[config.mk]
export PLATFORM = sky130hd
export DESIGN_NAME = dphs_top
export DESIGN_NICKNAME = d
export VERILOG_FILES = /design/src/core/dphs_pkg.sv /design/src/core/dphs_sync.sv /design/src/core/dphs_top.sv
export SDC_FILE = /design/constraint.sdc
export NUM_CORES = 1
export LEC_CHECK = 0
export BUFFER_PORTS_ARGS = -buffer_cell sky130_fd_sc_hd__buf_4
export CAP_MARGIN = 10
export CORE_ASPECT_RATIO = 1.75
export CORE_MARGIN = 1
export CORE_UTILIZATION = 45
export CTS_CLUSTER_SIZE = 14
export DETAILED_ROUTE_END_ITERATION = 8
export PLACE_DENSITY_LB_ADDON = 0.2
export SLEW_MARGIN = 15
export SYNTH_ARGS = -nofsm -noshare
export SYNTH_HDL_FRONTEND = slang
export SYNTH_SLANG_ARGS = --single-unit
[constraint.sdc]
create_clock -name CLK -period 2.44 [get_ports CLK]
set_input_delay 0.366 -clock CLK [delete_from_list [all_inputs] [get_ports CLK]]
set_output_delay 0.366 -clock CLK [all_outputs]
set_load 0.005 [all_outputs]
[src/core/dphs_pkg.sv]
// constants shared by the dual port handshake controller
`default_nettype none
package dphs_pkg;
  // ---------------------------------------------------------------
  // port modes, as carried in bits 7:6 of a mode word
  // ---------------------------------------------------------------
  localparam logic [1:0] MODE_OUT = 2'h0;
  localparam logic [1:0] MODE_IN = 2'h1;
  localparam logic [1:0] MODE_BIDIR = 2'h2;
  localparam logic [1:0] MODE_CTL = 2'h3;
  localparam logic [1:0] MODE_RST = MODE_IN;
  // ---------------------------------------------------------------
  // control word layout
  // ---------------------------------------------------------------
  localparam int CW_FLAG_BIT = 0;
  localparam int CW_MODE_HI = 7;
  localparam int CW_MODE_LO = 6;
  localparam int CW_IE_BIT = 7;
  localparam int CW_AND_BIT = 6;
  localparam int CW_LVL_BIT = 5;
  localparam int CW_MASKNEXT_BIT = 4;
  localparam logic [3:0] CW_MODE_TAG = 4'hf;
  localparam logic [3:0] CW_INTCTL_TAG = 4'h7;
  // ---------------------------------------------------------------
  // reset values, and the fixed low bit of an interrupt vector
  // ---------------------------------------------------------------
  localparam logic [7:0] MASK_RST = 8'hff;
  localparam logic [7:0] OUT_RST = 8'h00;
  localparam logic [7:0] DIR_RST = 8'hff;
  localparam logic VEC_LSB = 1'h0;
  // ---------------------------------------------------------------
  // return-from-interrupt opcode pair seen on fetch cycles
  // ---------------------------------------------------------------
  localparam logic [7:0] OPC_PREFIX = 8'hed;
  localparam logic [7:0] OPC_RETURN = 8'h4d;
  // ---------------------------------------------------------------
  // pin synchroniser vector layout
  // ---------------------------------------------------------------
  localparam int SY_CE = 0;
  localparam int SY_IO_REQUEST_N = 1;
  localparam int SY_RD = 2;
  localparam int SY_M1 = 3;
  localparam int SY_BSEL = 4;
  localparam int SY_CD = 5;
  localparam int SY_IEI = 6;
  localparam int SY_STBA = 7;
  localparam int SY_STBB = 8;
  localparam int SY_HD = 9;
  localparam int SY_PA = 17;
  localparam int SY_PB = 25;
  localparam int SY_W = 33;
  // idle levels: strobes, control select and active-low bus controls high
  localparam logic [32:0] SY_RST = 33'h0000001af;
endpackage
`default_nettype wire

[src/core/dphs_sync.sv]
// three-flop pin synchroniser with agreement filter
`default_nettype none
module dphs_sync #(
  parameter int WIDTH = 1,
  parameter logic [WIDTH-1:0] RST_VAL = '0
) (
  input wire logic CLK,
  input wire logic RST_N,
  input wire logic [WIDTH-1:0] d,
  output logic [WIDTH-1:0] q
);
  logic [WIDTH-1:0] s1_reg;
  logic [WIDTH-1:0] s2_reg;
  logic [WIDTH-1:0] s3_reg;

  // ---------------------------------------------------------------
  // flop chain; a bit changes once stages two and three agree
  // ---------------------------------------------------------------
  always_ff @(posedge CLK)
  begin
    if (!RST_N)
    begin
      s1_reg <= RST_VAL;
      s2_reg <= RST_VAL;
      s3_reg <= RST_VAL;
      q <= RST_VAL;
    end
    else
    begin
      s1_reg <= d;
      s2_reg <= s1_reg;
      s3_reg <= s2_reg;
      for (int i = 0; i < WIDTH; i++)
      begin
        if (s2_reg[i] == s3_reg[i])
          q[i] <= s3_reg[i];
      end
    end
  end
endmodule // dphs_sync
`default_nettype wire

[src/core/dphs_top.sv]
// dual 8-bit parallel port controller with handshake and vectored interrupt
`default_nettype none
module dphs_top (
  input wire logic CLK,
  input wire logic RST_N,
  input wire logic CE_N,
  input wire logic IO_REQUEST_N,
  input wire logic RD_N,
  input wire logic FIRST_CYCLE_N,
  input wire logic PORT_SEL,
  input wire logic CTRL_SEL,
  input wire logic CHAIN_ENABLE_IN,
  input wire logic PORT_A_STROBE_N,
  input wire logic PORT_B_STROBE_N,
  input wire logic [7:0] HOST_DATA_BUS_I,
  input wire logic [7:0] PORT_A_LINES_I,
  input wire logic [7:0] PORT_B_LINES_I,
  output logic [7:0] HOST_DATA_BUS_O,
  output logic HOST_DATA_BUS_OE,
  output logic [7:0] PORT_A_LINES_O,
  output logic [7:0] PORT_A_LINES_OE,
  output logic [7:0] PORT_B_LINES_O,
  output logic [7:0] PORT_B_LINES_OE,
  output logic PORT_A_READY,
  output logic PORT_B_READY,
  output logic CHAIN_ENABLE_OUT,
  output logic INT_N_O,
  output logic INT_N_OE
);
  // ---------------------------------------------------------------
  // pin synchronisation
  // ---------------------------------------------------------------
  logic [dphs_pkg::SY_W-1:0] sy;
  logic ce, io_request_n, rd, m1, bsel, cd, chain_enable_in;
  logic [1:0] stb_n;
  logic [7:0] hd;
  logic [7:0] lines [2];

  dphs_sync #(
    .WIDTH(dphs_pkg::SY_W),
    .RST_VAL(dphs_pkg::SY_RST)
  ) u_sync (
    .CLK(CLK),
    .RST_N(RST_N),
    .d({PORT_B_LINES_I, PORT_A_LINES_I, HOST_DATA_BUS_I, PORT_B_STROBE_N,
        PORT_A_STROBE_N, CHAIN_ENABLE_IN, CTRL_SEL, PORT_SEL, FIRST_CYCLE_N,
        RD_N, IO_REQUEST_N, CE_N}),
    .q(sy)
  );

  // filtered pin levels, active-high inside except the strobes
  assign ce = ~sy[dphs_pkg::SY_CE];
  assign io_request_n = ~sy[dphs_pkg::SY_IO_REQUEST_N];
  assign rd = ~sy[dphs_pkg::SY_RD];
  assign m1 = ~sy[dphs_pkg::SY_M1];
  assign bsel = sy[dphs_pkg::SY_BSEL];
  assign cd = sy[dphs_pkg::SY_CD];
  assign chain_enable_in = sy[dphs_pkg::SY_IEI];
  assign stb_n = {sy[dphs_pkg::SY_STBB], sy[dphs_pkg::SY_STBA]};
  assign hd = sy[dphs_pkg::SY_HD +: 8];
  assign lines[0] = sy[dphs_pkg::SY_PA +: 8];
  assign lines[1] = sy[dphs_pkg::SY_PB +: 8];

  // ---------------------------------------------------------------
  // per-port state
  // ---------------------------------------------------------------
  logic [1:0] mode_reg [2];
  logic [7:0] out_reg [2];
  logic [7:0] in_reg [2];
  logic [7:0] dir_reg [2];
  logic [7:0] mask_reg [2];
  logic [6:0] vec_reg [2];
  logic [1:0] ie_reg, and_reg, lvl_reg, pend_reg, serv_reg;
  logic [1:0] exp_dir_reg, exp_mask_reg, out_rdy_reg, in_rdy_reg, hit_prev_reg;
  logic [1:0] stb_prev_reg;
  logic hold_rst_reg;

  // ---------------------------------------------------------------
  // host cycle tracking
  // ---------------------------------------------------------------
  logic rd_act, wr_act, iack, fetch;
  logic wr_prev_reg, rd_prev_reg, iack_prev_reg, fetch_prev_reg, m1_prev_reg;
  logic m1_io_reg, saw_prefix_reg, wr_cd_reg, wr_port_reg, rd_port_reg;
  logic [7:0] wr_data_reg, fetch_data_reg;
  logic wr_done, rd_done, m1_rst_evt, reti_evt, iack_rise;

  assign rd_act = ce & rd & io_request_n & ~m1;
  assign wr_act = ce & io_request_n & ~rd & ~m1;
  assign iack = io_request_n & m1;
  assign fetch = m1 & rd & ~io_request_n;
  assign wr_done = wr_prev_reg & ~wr_act;
  assign rd_done = rd_prev_reg & ~rd_act;
  assign iack_rise = iack & ~iack_prev_reg;
  assign m1_rst_evt = m1_prev_reg & ~m1 & ~m1_io_reg & ~rd & ~io_request_n;
  assign reti_evt = fetch_prev_reg & ~fetch & saw_prefix_reg
                    & (fetch_data_reg == dphs_pkg::OPC_RETURN);

  // cycle edge history and latched address / data
  always_ff @(posedge CLK)
  begin
    if (!RST_N)
    begin
      wr_prev_reg <= 1'b0;
      rd_prev_reg <= 1'b0;
      iack_prev_reg <= 1'b0;
      fetch_prev_reg <= 1'b0;
      m1_prev_reg <= 1'b0;
      m1_io_reg <= 1'b0;
      wr_cd_reg <= 1'b0;
      wr_port_reg <= 1'b0;
      rd_port_reg <= 1'b0;
      wr_data_reg <= 8'h00;
      fetch_data_reg <= 8'h00;
      saw_prefix_reg <= 1'b0;
    end
    else
    begin
      wr_prev_reg <= wr_act;
      rd_prev_reg <= rd_act;
      iack_prev_reg <= iack;
      fetch_prev_reg <= fetch;
      m1_prev_reg <= m1;
      m1_io_reg <= m1 & (m1_io_reg | rd | io_request_n);
      if (wr_act)
      begin
        wr_cd_reg <= cd;
        wr_port_reg <= bsel;
        wr_data_reg <= hd;
      end
      if (rd_act)
        rd_port_reg <= bsel;
      if (fetch)
        fetch_data_reg <= hd;
      if (fetch_prev_reg && !fetch)
        saw_prefix_reg <= (fetch_data_reg == dphs_pkg::OPC_PREFIX);
    end
  end

  // ---------------------------------------------------------------
  // strobe decode per port
  // ---------------------------------------------------------------
  logic a_bidir;
  logic [1:0] stb_rise, ack_rise, load_low, load_rise, hit, evt;

  // match test of unmasked input lines for control mode interrupts
  function automatic logic mon_hit(input logic [7:0] ln, input logic [7:0] dir,
                                   input logic [7:0] msk, input logic all_of,
                                   input logic lvl);
    logic [7:0] sel;
    logic [7:0] act;
    sel = dir & ~msk;
    act = ~(ln ^ {8{lvl}}) & sel;
    mon_hit = all_of ? ((sel != 8'h00) && (act == sel)) : (act != 8'h00);
  endfunction

  assign a_bidir = (mode_reg[0] == dphs_pkg::MODE_BIDIR);
  assign stb_rise = stb_n & ~stb_prev_reg;

  always_comb
  begin
    // control mode drops the strobe entirely
    ack_rise[0] = stb_rise[0] & ((mode_reg[0] == dphs_pkg::MODE_OUT) | a_bidir);
    ack_rise[1] = stb_rise[1] & (mode_reg[1] == dphs_pkg::MODE_OUT) & ~a_bidir;
    load_low[0] = ((mode_reg[0] == dphs_pkg::MODE_IN) & ~stb_n[0])
                  | (a_bidir & ~stb_n[1]);
    load_low[1] = (mode_reg[1] == dphs_pkg::MODE_IN) & ~stb_n[1] & ~a_bidir;
    load_rise[0] = ((mode_reg[0] == dphs_pkg::MODE_IN) & stb_rise[0])
                   | (a_bidir & stb_rise[1]);
    load_rise[1] = (mode_reg[1] == dphs_pkg::MODE_IN) & stb_rise[1] & ~a_bidir;
    for (int p = 0; p < 2; p++)
      hit[p] = (mode_reg[p] == dphs_pkg::MODE_CTL)
               & mon_hit(lines[p], dir_reg[p], mask_reg[p], and_reg[p], lvl_reg[p]);
    // bidirectional input transfers interrupt on port B's vector
    evt[0] = ack_rise[0] | ((mode_reg[0] == dphs_pkg::MODE_IN) & stb_rise[0])
             | (hit[0] & ~hit_prev_reg[0]);
    evt[1] = ack_rise[1] | load_rise[1] | (a_bidir & stb_rise[1])
             | (hit[1] & ~hit_prev_reg[1]);
  end

  // ---------------------------------------------------------------
  // internal reset state
  // ---------------------------------------------------------------
  always_ff @(posedge CLK)
  begin
    if (!RST_N)
      hold_rst_reg <= 1'b1;
    else if (m1_rst_evt)
      hold_rst_reg <= 1'b1;
    else if (wr_done && wr_cd_reg)
      hold_rst_reg <= 1'b0;
  end

  // ---------------------------------------------------------------
  // control words, mode and data registers
  // ---------------------------------------------------------------
  always_ff @(posedge CLK)
  begin
    if (!RST_N || m1_rst_evt)
    begin
      for (int p = 0; p < 2; p++)
      begin
        mode_reg[p] <= dphs_pkg::MODE_RST;
        out_reg[p] <= dphs_pkg::OUT_RST;
        dir_reg[p] <= dphs_pkg::DIR_RST;
        mask_reg[p] <= dphs_pkg::MASK_RST;
      end
      ie_reg <= 2'h0;
      and_reg <= 2'h0;
      lvl_reg <= 2'h0;
      exp_dir_reg <= 2'h0;
      exp_mask_reg <= 2'h0;
    end
    else if (wr_done && wr_cd_reg)
    begin
      // control word to the addressed port
      if (exp_dir_reg[wr_port_reg])
      begin
        dir_reg[wr_port_reg] <= wr_data_reg;
        exp_dir_reg[wr_port_reg] <= 1'b0;
      end
      else if (exp_mask_reg[wr_port_reg])
      begin
        mask_reg[wr_port_reg] <= wr_data_reg;
        exp_mask_reg[wr_port_reg] <= 1'b0;
      end
      else if (wr_data_reg[3:0] == dphs_pkg::CW_MODE_TAG)
      begin
        // port B keeps its old mode when bidirectional is asked for
        if (!(wr_port_reg && wr_data_reg[dphs_pkg::CW_MODE_HI:dphs_pkg::CW_MODE_LO]
              == dphs_pkg::MODE_BIDIR))
          mode_reg[wr_port_reg] <= wr_data_reg[dphs_pkg::CW_MODE_HI:dphs_pkg::CW_MODE_LO];
        exp_dir_reg[wr_port_reg] <= (wr_data_reg[dphs_pkg::CW_MODE_HI:dphs_pkg::CW_MODE_LO]
                                     == dphs_pkg::MODE_CTL);
      end
      else if (wr_data_reg[3:0] == dphs_pkg::CW_INTCTL_TAG)
      begin
        ie_reg[wr_port_reg] <= wr_data_reg[dphs_pkg::CW_IE_BIT];
        and_reg[wr_port_reg] <= wr_data_reg[dphs_pkg::CW_AND_BIT];
        lvl_reg[wr_port_reg] <= wr_data_reg[dphs_pkg::CW_LVL_BIT];
        exp_mask_reg[wr_port_reg] <= wr_data_reg[dphs_pkg::CW_MASKNEXT_BIT];
      end
    end
    else if (wr_done && !hold_rst_reg)
      out_reg[wr_port_reg] <= wr_data_reg;
  end

  // vector registers survive every reset
  always_ff @(posedge CLK)
  begin
    if (wr_done && wr_cd_reg && !exp_dir_reg[wr_port_reg] && !exp_mask_reg[wr_port_reg]
        && !wr_data_reg[dphs_pkg::CW_FLAG_BIT])
      vec_reg[wr_port_reg] <= wr_data_reg[7:1];
  end

  // input registers: strobe capture, or live sampling in control mode
  always_ff @(posedge CLK)
  begin
    if (!RST_N)
    begin
      in_reg[0] <= 8'h00;
      in_reg[1] <= 8'h00;
    end
    else
    begin
      for (int p = 0; p < 2; p++)
      begin
        if (load_low[p])
          in_reg[p] <= lines[p];
        else if (mode_reg[p] == dphs_pkg::MODE_CTL && !rd_act)
          in_reg[p] <= lines[p];
      end
    end
  end

  // ---------------------------------------------------------------
  // handshake flags, set wins over clear
  // ---------------------------------------------------------------
  always_ff @(posedge CLK)
  begin
    if (!RST_N || m1_rst_evt)
    begin
      out_rdy_reg <= 2'h0;
      in_rdy_reg <= 2'h0;
      stb_prev_reg <= 2'h3;
      hit_prev_reg <= 2'h0;
    end
    else
    begin
      stb_prev_reg <= stb_n;
      hit_prev_reg <= hit;
      for (int p = 0; p < 2; p++)
      begin
        if (wr_done && !wr_cd_reg && !hold_rst_reg && wr_port_reg == p[0])
          out_rdy_reg[p] <= 1'b1;
        else if (ack_rise[p])
          out_rdy_reg[p] <= 1'b0;
        if (rd_done && rd_port_reg == p[0] && !hold_rst_reg
            && (mode_reg[p] == dphs_pkg::MODE_IN || (p == 0 && a_bidir)))
          in_rdy_reg[p] <= 1'b1;
        else if (load_rise[p])
          in_rdy_reg[p] <= 1'b0;
      end
    end
  end

  // ---------------------------------------------------------------
  // interrupt pending, service and daisy chain
  // ---------------------------------------------------------------
  logic [1:0] req;
  logic ack_port;

  assign req = pend_reg & ie_reg;
  assign ack_port = ~req[0];

  always_ff @(posedge CLK)
  begin
    if (!RST_N || m1_rst_evt)
    begin
      pend_reg <= 2'h0;
      serv_reg <= 2'h0;
    end
    else
    begin
      for (int p = 0; p < 2; p++)
      begin
        if (evt[p] && !hold_rst_reg)
          pend_reg[p] <= 1'b1;
        else if (wr_done && wr_cd_reg && wr_port_reg == p[0] && !exp_dir_reg[p]
                 && !exp_mask_reg[p] && wr_data_reg[3:0] == dphs_pkg::CW_INTCTL_TAG
                 && wr_data_reg[dphs_pkg::CW_MASKNEXT_BIT])
          pend_reg[p] <= 1'b0;
        else if (iack_rise && chain_enable_in && serv_reg == 2'h0 && req != 2'h0 && ack_port == p[0])
          pend_reg[p] <= 1'b0;
      end
      if (iack_rise && chain_enable_in && serv_reg == 2'h0 && req != 2'h0)
        serv_reg[ack_port] <= 1'b1;
      else if (reti_evt && chain_enable_in)
        serv_reg <= serv_reg[0] ? {serv_reg[1], 1'b0} : 2'h0;
    end
  end

  // chain out and open-drain request
  always_ff @(posedge CLK)
  begin
    if (!RST_N)
    begin
      CHAIN_ENABLE_OUT <= 1'b0;
      INT_N_O <= 1'b0;
      INT_N_OE <= 1'b0;
    end
    else
    begin
      CHAIN_ENABLE_OUT <= chain_enable_in & (serv_reg == 2'h0);
      INT_N_O <= 1'b0;
      INT_N_OE <= chain_enable_in & (req != 2'h0) & (serv_reg == 2'h0) & ~hold_rst_reg;
    end
  end

  // ---------------------------------------------------------------
  // host data bus
  // ---------------------------------------------------------------
  function automatic logic [7:0] read_val(input logic [1:0] md, input logic [7:0] o,
                                          input logic [7:0] i, input logic [7:0] dir);
    case (md)
      dphs_pkg::MODE_OUT: read_val = o;
      dphs_pkg::MODE_CTL: read_val = (dir & i) | (~dir & o);
      default: read_val = i;
    endcase
  endfunction

  always_ff @(posedge CLK)
  begin
    if (!RST_N)
    begin
      HOST_DATA_BUS_O <= 8'h00;
      HOST_DATA_BUS_OE <= 1'b0;
    end
    else if (iack_rise && chain_enable_in && serv_reg == 2'h0 && req != 2'h0)
    begin
      HOST_DATA_BUS_O <= {vec_reg[ack_port], dphs_pkg::VEC_LSB};
      HOST_DATA_BUS_OE <= 1'b1;
    end
    else if (rd_act)
    begin
      HOST_DATA_BUS_O <= read_val(mode_reg[bsel], out_reg[bsel], in_reg[bsel],
                                  dir_reg[bsel]);
      HOST_DATA_BUS_OE <= 1'b1;
    end
    else if (!iack)
      HOST_DATA_BUS_OE <= 1'b0;
  end

  // ---------------------------------------------------------------
  // port lines and ready outputs
  // ---------------------------------------------------------------
  function automatic logic [7:0] line_oe(input logic [1:0] md, input logic [7:0] dir,
                                         input logic stb_low);
    case (md)
      dphs_pkg::MODE_OUT: line_oe = 8'hff;
      dphs_pkg::MODE_BIDIR: line_oe = {8{stb_low}};
      dphs_pkg::MODE_CTL: line_oe = ~dir;
      default: line_oe = 8'h00;
    endcase
  endfunction

  always_ff @(posedge CLK)
  begin
    if (!RST_N || m1_rst_evt || hold_rst_reg)
    begin
      PORT_A_LINES_O <= 8'h00;
      PORT_A_LINES_OE <= 8'h00;
      PORT_B_LINES_O <= 8'h00;
      PORT_B_LINES_OE <= 8'h00;
      PORT_A_READY <= 1'b0;
      PORT_B_READY <= 1'b0;
    end
    else
    begin
      PORT_A_LINES_O <= out_reg[0];
      PORT_A_LINES_OE <= line_oe(mode_reg[0], dir_reg[0], ~stb_n[0]);
      PORT_B_LINES_O <= out_reg[1];
      PORT_B_LINES_OE <= line_oe(mode_reg[1], dir_reg[1], 1'b0);
      case (mode_reg[0])
        dphs_pkg::MODE_IN: PORT_A_READY <= in_rdy_reg[0];
        dphs_pkg::MODE_CTL: PORT_A_READY <= 1'b0;
        default: PORT_A_READY <= out_rdy_reg[0];
      endcase
      if (a_bidir)
        PORT_B_READY <= in_rdy_reg[0];
      else if (mode_reg[1] == dphs_pkg::MODE_OUT)
        PORT_B_READY <= out_rdy_reg[1];
      else if (mode_reg[1] == dphs_pkg::MODE_IN)
        PORT_B_READY <= in_rdy_reg[1];
      else
        PORT_B_READY <= 1'b0;
    end
  end
endmodule // dphs_top
`default_nettype wire

==> reports/results.txt, run 1 <==
Final Max Slew Viols - 0
Main synth FF type - dfxtp_1
period utilization - 90.8%
Arrival @ worst endpoint - 2.40 ns
Lkg Pwr - 5.15 nW
antenna violations before repair - 0
Logic pwr share - 2.6%
crit path from - u_sync.q[2]$_SDFFE_PN1N_
synthesized flop and latch total - 309
Die X - 124 um
switching part of the total - 20.3%
crit path time final - 2.21 ns
Hold Violations, Final - 0
chip height - 215 um
site row count - 77
vias per std cell - 5.27
sequential area share after synthesis - 59.9%
Slew @ Worst Pin - 1.06 ns
Worst slew margin - 28.4%
CP peak stage delay - 0.46 ns
IO Count - 81
clock insertion delay at the later pin of the skew report - 0.54 ns
Crit path top cell by count - nand2b_1
CTS tree - yes
nets - 1269
pwr/cell area - 698 nW/um^2
global placer's final weighted congestion - 0.945
# port buffers - 79
number of enable flip-flop cells after synthesis - 82
sequential share of power - 56.1%
TritonCTS buffer count - 27
Hold Crit Class - input pin to flip-flop
layout cells sized above 1 - 14.8%
first-pass GRT wire length - 44.2 mm
clock power share - 41.3%
worst-path fanout max - 8
Async SR Flop Fraction - 0%
FF-to-FF End - out_reg[0][7]$_SDFFCE_PN0P_
die area - 26700 sq um
VDD IR max - 0.000409 V
outcome - finished clean
largest buffer count on any clock path - 3
Max-Cap Viols - 0
H-tree depth - 1
internal power - 7.64 mW
crit path kind - flip-flop to flip-flop
final setup vio count - 0
top sig layer - met4
Netlist cell types - 62
DRC Markers - 0
post-layout util - 54.0%
Mapped Avg Cell Area - 10.5 sq um
Final HPWL DP - 20.3 mm
Detail Route Antenna Nets - 0
fmax - 0.452 GHz
setup TNS - 0 ns
fin cells - 1556
Critical Path Start Type - flip-flop
R2R Setup Slk - 0.23 ns
largest net degree at the start of global routing - 117
total power - 9.59 mW
core area - 25400 sq um
met2 wire length - 14.4 mm
diode count - 0
synthesized area - 11700 sq um
area of the multi-input gates - 4330 sq um
wl on met1 - 10.6 mm
fillcell total - 2323
Req. time, crit path - 2.62 ns
Vias - 8199
Clock Skew - 0.0110 ns
CTS root buf - clkbuf_16
Critical Path End Type - flip-flop
met3 WL - 1.20 mm
Pre-antenna DRT Iters - 6
worst setup path endpoint - out_reg[0][7]$_SDFFCE_PN0P_
gr usage total - 22.2%
clk sinks - 309
clk slew on worst S/H paths - 0.06 ns
cell count after synthesis - 1112
initial core utilization - 46.0%
Worst R2R Path Depth - 6
cell chain of the critical path - nand2_1 > nor2_1 > a31oi_1 > nand2b_1 > nor4_2 > nand2b_1
storage element area - 7010 sq um
Psw - 1.94 mW
syn nets - 1157
Layout area overhead - 17.4%
GRT Residual Overflow - 0
RSZ-0062 raised after global routing - no
DRT Wirelength - 28.3 mm
Critical R2R Launch - u_sync.q[2]$_SDFFE_PN1N_
vias in the first global route - 8113
Yosys warnings - 0
Slowest cell on crit path - nand2b_1
WL/cell - 18.2 um
drt first-iter violations - 422
placed cells - 1504
Worst Hold Margin - 0.0298 ns
power groups by stage:
stage	clock network [mW]	registers (mW)	logic, mW
floorplan	0	5.47	0.146
global placement	0	5.49	0.245
detailed placement	0	5.49	0.248
CTS	4.04	5.38	0.257
global route	4.26	5.38	0.281
finish	3.96	5.38	0.252
layer usage:
layer	GRT usage (%)	vias to the layer above
met1	23.8	3802
met4	15.8	0
met3	2.89	109
met5	0	-
li1	-	4043
met2	39.1	245
critical path, delay by kind of cell (launching register included):
| kind | cells | cell delay [ns] |
|---|---|---|
| AND/OR/NAND/NOR | 5 | 1.13 |
| flip-flops | 1 | 0.38 |
| AO/OA/AOI/OAI | 1 | 0.35 |
metrics by stage:
stage	instance area, sq um	worst slack, ns
CTS	13700	0.216
floorplan	11700	0.0167
global route	13700	0.0368
global placement	12900	0.280
detailed placement	12900	0.227
finish	13700	0.226
layout make-up:
| type | count | share of cell area, % |
|---|---|---|
| Timing Repair Buffer | 137 | 7.71 |
| Tap cell | 316 | 2.88 |
| Multi-Input combinational cell | 712 | 31.6 |
| Sequential cell | 309 | 51.0 |
| Clock inverter | 3 | 0.109 |
| Clock buffer | 42 | 5.71 |
| Inverter | 37 | 1.01 |
cell usage after synthesis (5+ instances only):
cell type | number | area [sq um]
ha_1 | 10 | 125
nand4_1 | 5 | 31.3
mux2_2 | 7 | 78.8
o21a_1 | 10 | 75.1
mux2i_1 | 30 | 300
nor2b_1 | 17 | 106
nor3_1 | 17 | 85.1
nand2b_1 | 72 | 450
inv_1 | 37 | 139
nand3_1 | 7 | 35.0
and2_1 | 129 | 807
nand2_1 | 101 | 379
edfxtp_1 | 82 | 2460
nand3b_1 | 5 | 37.5
dfxtp_1 | 227 | 4540
a211oi_1 | 23 | 173
xnor2_1 | 6 | 52.6
o22ai_1 | 5 | 31.3
o21ai_0 | 45 | 225
buf_1 | 12 | 45.0
a21oi_1 | 90 | 450
nor2_1 | 53 | 199
clkbuf_1 | 35 | 131
a221oi_1 | 10 | 87.6
logic make-up (layout without fill, tap and decap cells):
logic type | count (synthesis) | after routing | synth area share, %
buffers and inverters | 91 | 219 | 3.11
XOR/XNOR | 10 | 10 | 0.749
other | 1 | 1 | 0.0321
flip-flops | 309 | 309 | 59.9
adder cells (fa/ha/maj) | 10 | 10 | 1.07
AND/OR/NAND/NOR | 434 | 434 | 20.3
AO/OA/AOI/OAI | 220 | 220 | 11.6
multiplexers | 37 | 37 | 3.24
worst min-delay path by stage:
stage / from / endpoint / slack, ns / depth (start not counted)
finish: PORT_A_LINES_I[7] / u_sync.s1_reg[24]$_SDFF_PN0_ / 0.03 / 2
global route: PORT_A_LINES_I[5] / u_sync.s1_reg[22]$_SDFF_PN0_ / 0.01 / 2
CTS: HOST_DATA_BUS_I[3] / u_sync.s1_reg[12]$_SDFF_PN0_ / 0.01 / 2
detailed placement: u_sync.s1_reg[8]$_SDFF_PN1_ / u_sync.s2_reg[8]$_SDFF_PN1_ / 0.39 / 1
global placement: u_sync.s1_reg[7]$_SDFF_PN1_ / u_sync.s2_reg[7]$_SDFF_PN1_ / 0.39 / 1
floorplan: u_sync.s1_reg[0]$_SDFF_PN1_ / u_sync.s2_reg[0]$_SDFF_PN1_ / 0.39 / 1
layout by cell type, fill, tap and decap left out, types with 4 or more instances in the layout:
cell type      instances
dfxtp_1              227
and2_1               129
buf_4                129
nand2_1              101
a21oi_1               90
edfxtp_1              82
nand2b_1              72
nor2_1                53
o21ai_0               45
inv_1                 37
mux2i_1               30
clkbuf_16             29
a211oi_1              23
nor3_1                17
nor2b_1               17
clkbuf_1              12
o21a_1                10
a221oi_1              10
ha_1                  10
nand3_1                7
mux2_2                 7
dlygate4sd3_1          7
xnor2_1                6
nand4_1                5
nand3b_1               5
o22ai_1                5
a22oi_1                4
nor3b_1                4
xor2_1                 4
o311ai_0               4
timing repair:
item | in CTS | in global routing
endpoints found under the hold margin | 7 | 0
buffers inserted | 0 | 0
resized for setup | 0 | 0
hold buffers | 7 | 0
No activity file was read; power rests on OpenSTA's default activity.
==> inputs of run 2 (changes only) <==
Settings changed: CORE_UTILIZATION 45 to 23.
==> reports/results.txt, run 2 (synthesized netlist as in run 1, its figures left out) <==
most frequent cells in the layout - dfxtp_1, buf_4, and2_1
worst-path fanout max - 14 (+6)
site row count - 109 (+42%)
CTS tree - yes
# port buffers - 79 (unchanged)
crit path time final - 2.28 ns (+0.0704 ns)
global placer's final weighted congestion - 0.889 (-5.9%)
M2 GR Usage - 25.1% (-14 points)
Max-Cap Viols - 0 (unchanged)
chip height - 300 um (+40%)
core area - 50300 sq um (+98%)
Hold Crit Depth - 2 (unchanged)
Critical Path End Type - flip-flop
gr usage total - 13.2% (-9.0 points)
vias per std cell - 4.22 (-20%)
H-tree depth - 1 (unchanged)
fmax - 0.438 GHz (-3.1%)
WL/cell - 17.3 um (-4.9%)
crit path kind - flip-flop to flip-flop
IO Count - 81 (unchanged)
final setup vio count - 0 (unchanged)
clk sinks - 309 (unchanged)
Slowest cell on crit path - dfxtp_1
Detail Route Antenna Nets - 0 (unchanged)
nets - 1305 (+2.8%)
cell chain of the critical path - nand2_1 > nor2_1 > a31oi_1 > buf_6 > nand2_1 > nor3_2 > buf_4 > nand2b_1 > buf_12
drt first-iter violations - 395 (-6.4%)
DRT Wirelength - 33.7 mm (+19%)
M3 GR Usage - 1.74% (-1.2 points)
Vias - 8235 (+0.44%)
outcome - finished clean
DRC Markers - 0 (unchanged)
CP peak stage delay - 0.38 ns (-0.08 ns)
final worst slack - 0.155 ns (-0.0704 ns)
Layout area overhead - 25.9%
Slew @ Worst Pin - 1.12 ns (+0.0551 ns)
Crit path top cell by count - nand2_1
Req. time, crit path - 2.73 ns (+0.11 ns)
clock insertion delay at the later pin of the skew report - 0.57 ns (+0.03 ns)
CTS root buf - clkbuf_16
die area - 51800 sq um (+94%)
Critical Path Start Type - flip-flop
vias in the first global route - 8278 (+2.0%)
diode count - 0 (unchanged)
pwr/cell area - 712 nW/um^2 (+2.0%)
Final HPWL DP - 25.2 mm (+24%)
largest net degree at the start of global routing - 76 (-35%)
period utilization - 93.6% (+2.9 points)
Worst R2R Path Depth - 9 (+3)
Die X - 172 um (+39%)
Lkg Pwr - 5.41 nW (+5.0%)
placed inst area - 13400 sq um (+4.0%)
Final Max Slew Viols - 0 (unchanged)
clk slew on worst S/H paths - 0.06 ns (about the same)
layout cells sized above 1 - 16.7% (+1.9 points)
post-layout util - 29.3% (-25 points)
Clock Skew - 0.0141 ns (+0.00304 ns)
TritonCTS buffer count - 30 (+11%)
dpl ws - -0.0926 ns (-0.320 ns)
largest buffer count on any clock path - 3 (unchanged)
first-pass GRT wire length - 50.5 mm (+14%)
Worst slew margin - 24.7% (-3.7 points)
most common cell after layout, fill and taps aside - dfxtp_1
Arrival @ worst endpoint - 2.58 ns (+0.18 ns)
Pre-antenna DRT Iters - 7 (+1)
GRT Max-Usage Layer - met2
antenna violations before repair - 0 (unchanged)
RSZ-0062 raised after global routing - no
Post-Layout Inst Area - 14700 sq um (+7.3%)
Setup Buffers After CTS - 0 (unchanged)
Hold Crit Class - input pin to flip-flop
met1 usage - 14.0% (-9.8 points)
initial core utilization - 23.2% (-23 points)
GRT Residual Overflow - 0 (unchanged)
Hold Violations, Final - 0 (unchanged)
VDD IR max - 0.000516 V (+26%)
-- run 2: timing repair --
action / CTS / global route
setup endpoints to repair: 10 / 10
pin swaps: 0 / 0
hold endpoints to repair: 29 / 0
hold buffers: 29 / 0
resized for setup: 3 / 3
-- run 2: area by class of cell --
type / count / area (sq um)
tap: 666 / 833
fill: 5248 / 35600
sequential: 309 / 7010
clock buffer: 43 / 913
multi-input combinational: 712 / 4350
timing repair buffer: 170 / 1370
inverter: 37 / 139
clock inverter: 13 / 121
-- run 2: worst paths after layout --
path	slack [ns]	startpoint	to
worst max-delay path	0.16	u_sync.q[2]$_SDFFE_PN1N_	dir_reg[0][0]$_SDFFCE_PN1P_
worst min-delay path	0.03	HOST_DATA_BUS_I[4]	u_sync.s1_reg[13]$_SDFF_PN0_
worst max register to register	0.16	u_sync.q[2]$_SDFFE_PN1N_	dir_reg[0][0]$_SDFFCE_PN1P_
worst min register to register	0.40	u_sync.s1_reg[1]$_SDFF_PN1_	u_sync.s2_reg[1]$_SDFF_PN1_
-- run 2: power breakdown --
part	total (mW)	leakage, nW	switching (mW)	internal (mW)
combinational	0.291	2.34	0.151	0.140
clock	4.82	0.504	2.01	2.81
sequential	5.38	2.57	0.0457	5.34
total	10.5	5.41	2.20	8.29
-- run 2: worst max-delay path: cells and delay by family, from the launching register on --
family                 cells  cell delay [ns]
AND/OR/NAND/NOR            5             0.70
buffers and inverters      3             0.61
AO/OA/AOI/OAI              1             0.31
flip-flops                 1             0.38
-- run 2: metrics by stage --
step	setup TNS (ns)	std cells	power, mW	hold WS, ns
global placement	-1.31	1865	5.75	0.399
CTS	0	1950	10.7	0.00146
global route	0	1950	10.9	0.0197
detailed placement	-0.739	1865	5.76	0.396
floorplan	0	1112	5.62	0.386
finish	0	1950	10.5	0.0304
-- run 2: layer usage --
metal | part of all wire [%] | wire length [um] | vias up
met5 | 0 | 0 | -
met4 | 4.5 | 1530 | 0
met3 | 3.9 | 1300 | 67
met2 | 54 | 18300 | 191
met1 | 37 | 12600 | 3873
li1 | - | - | 4104
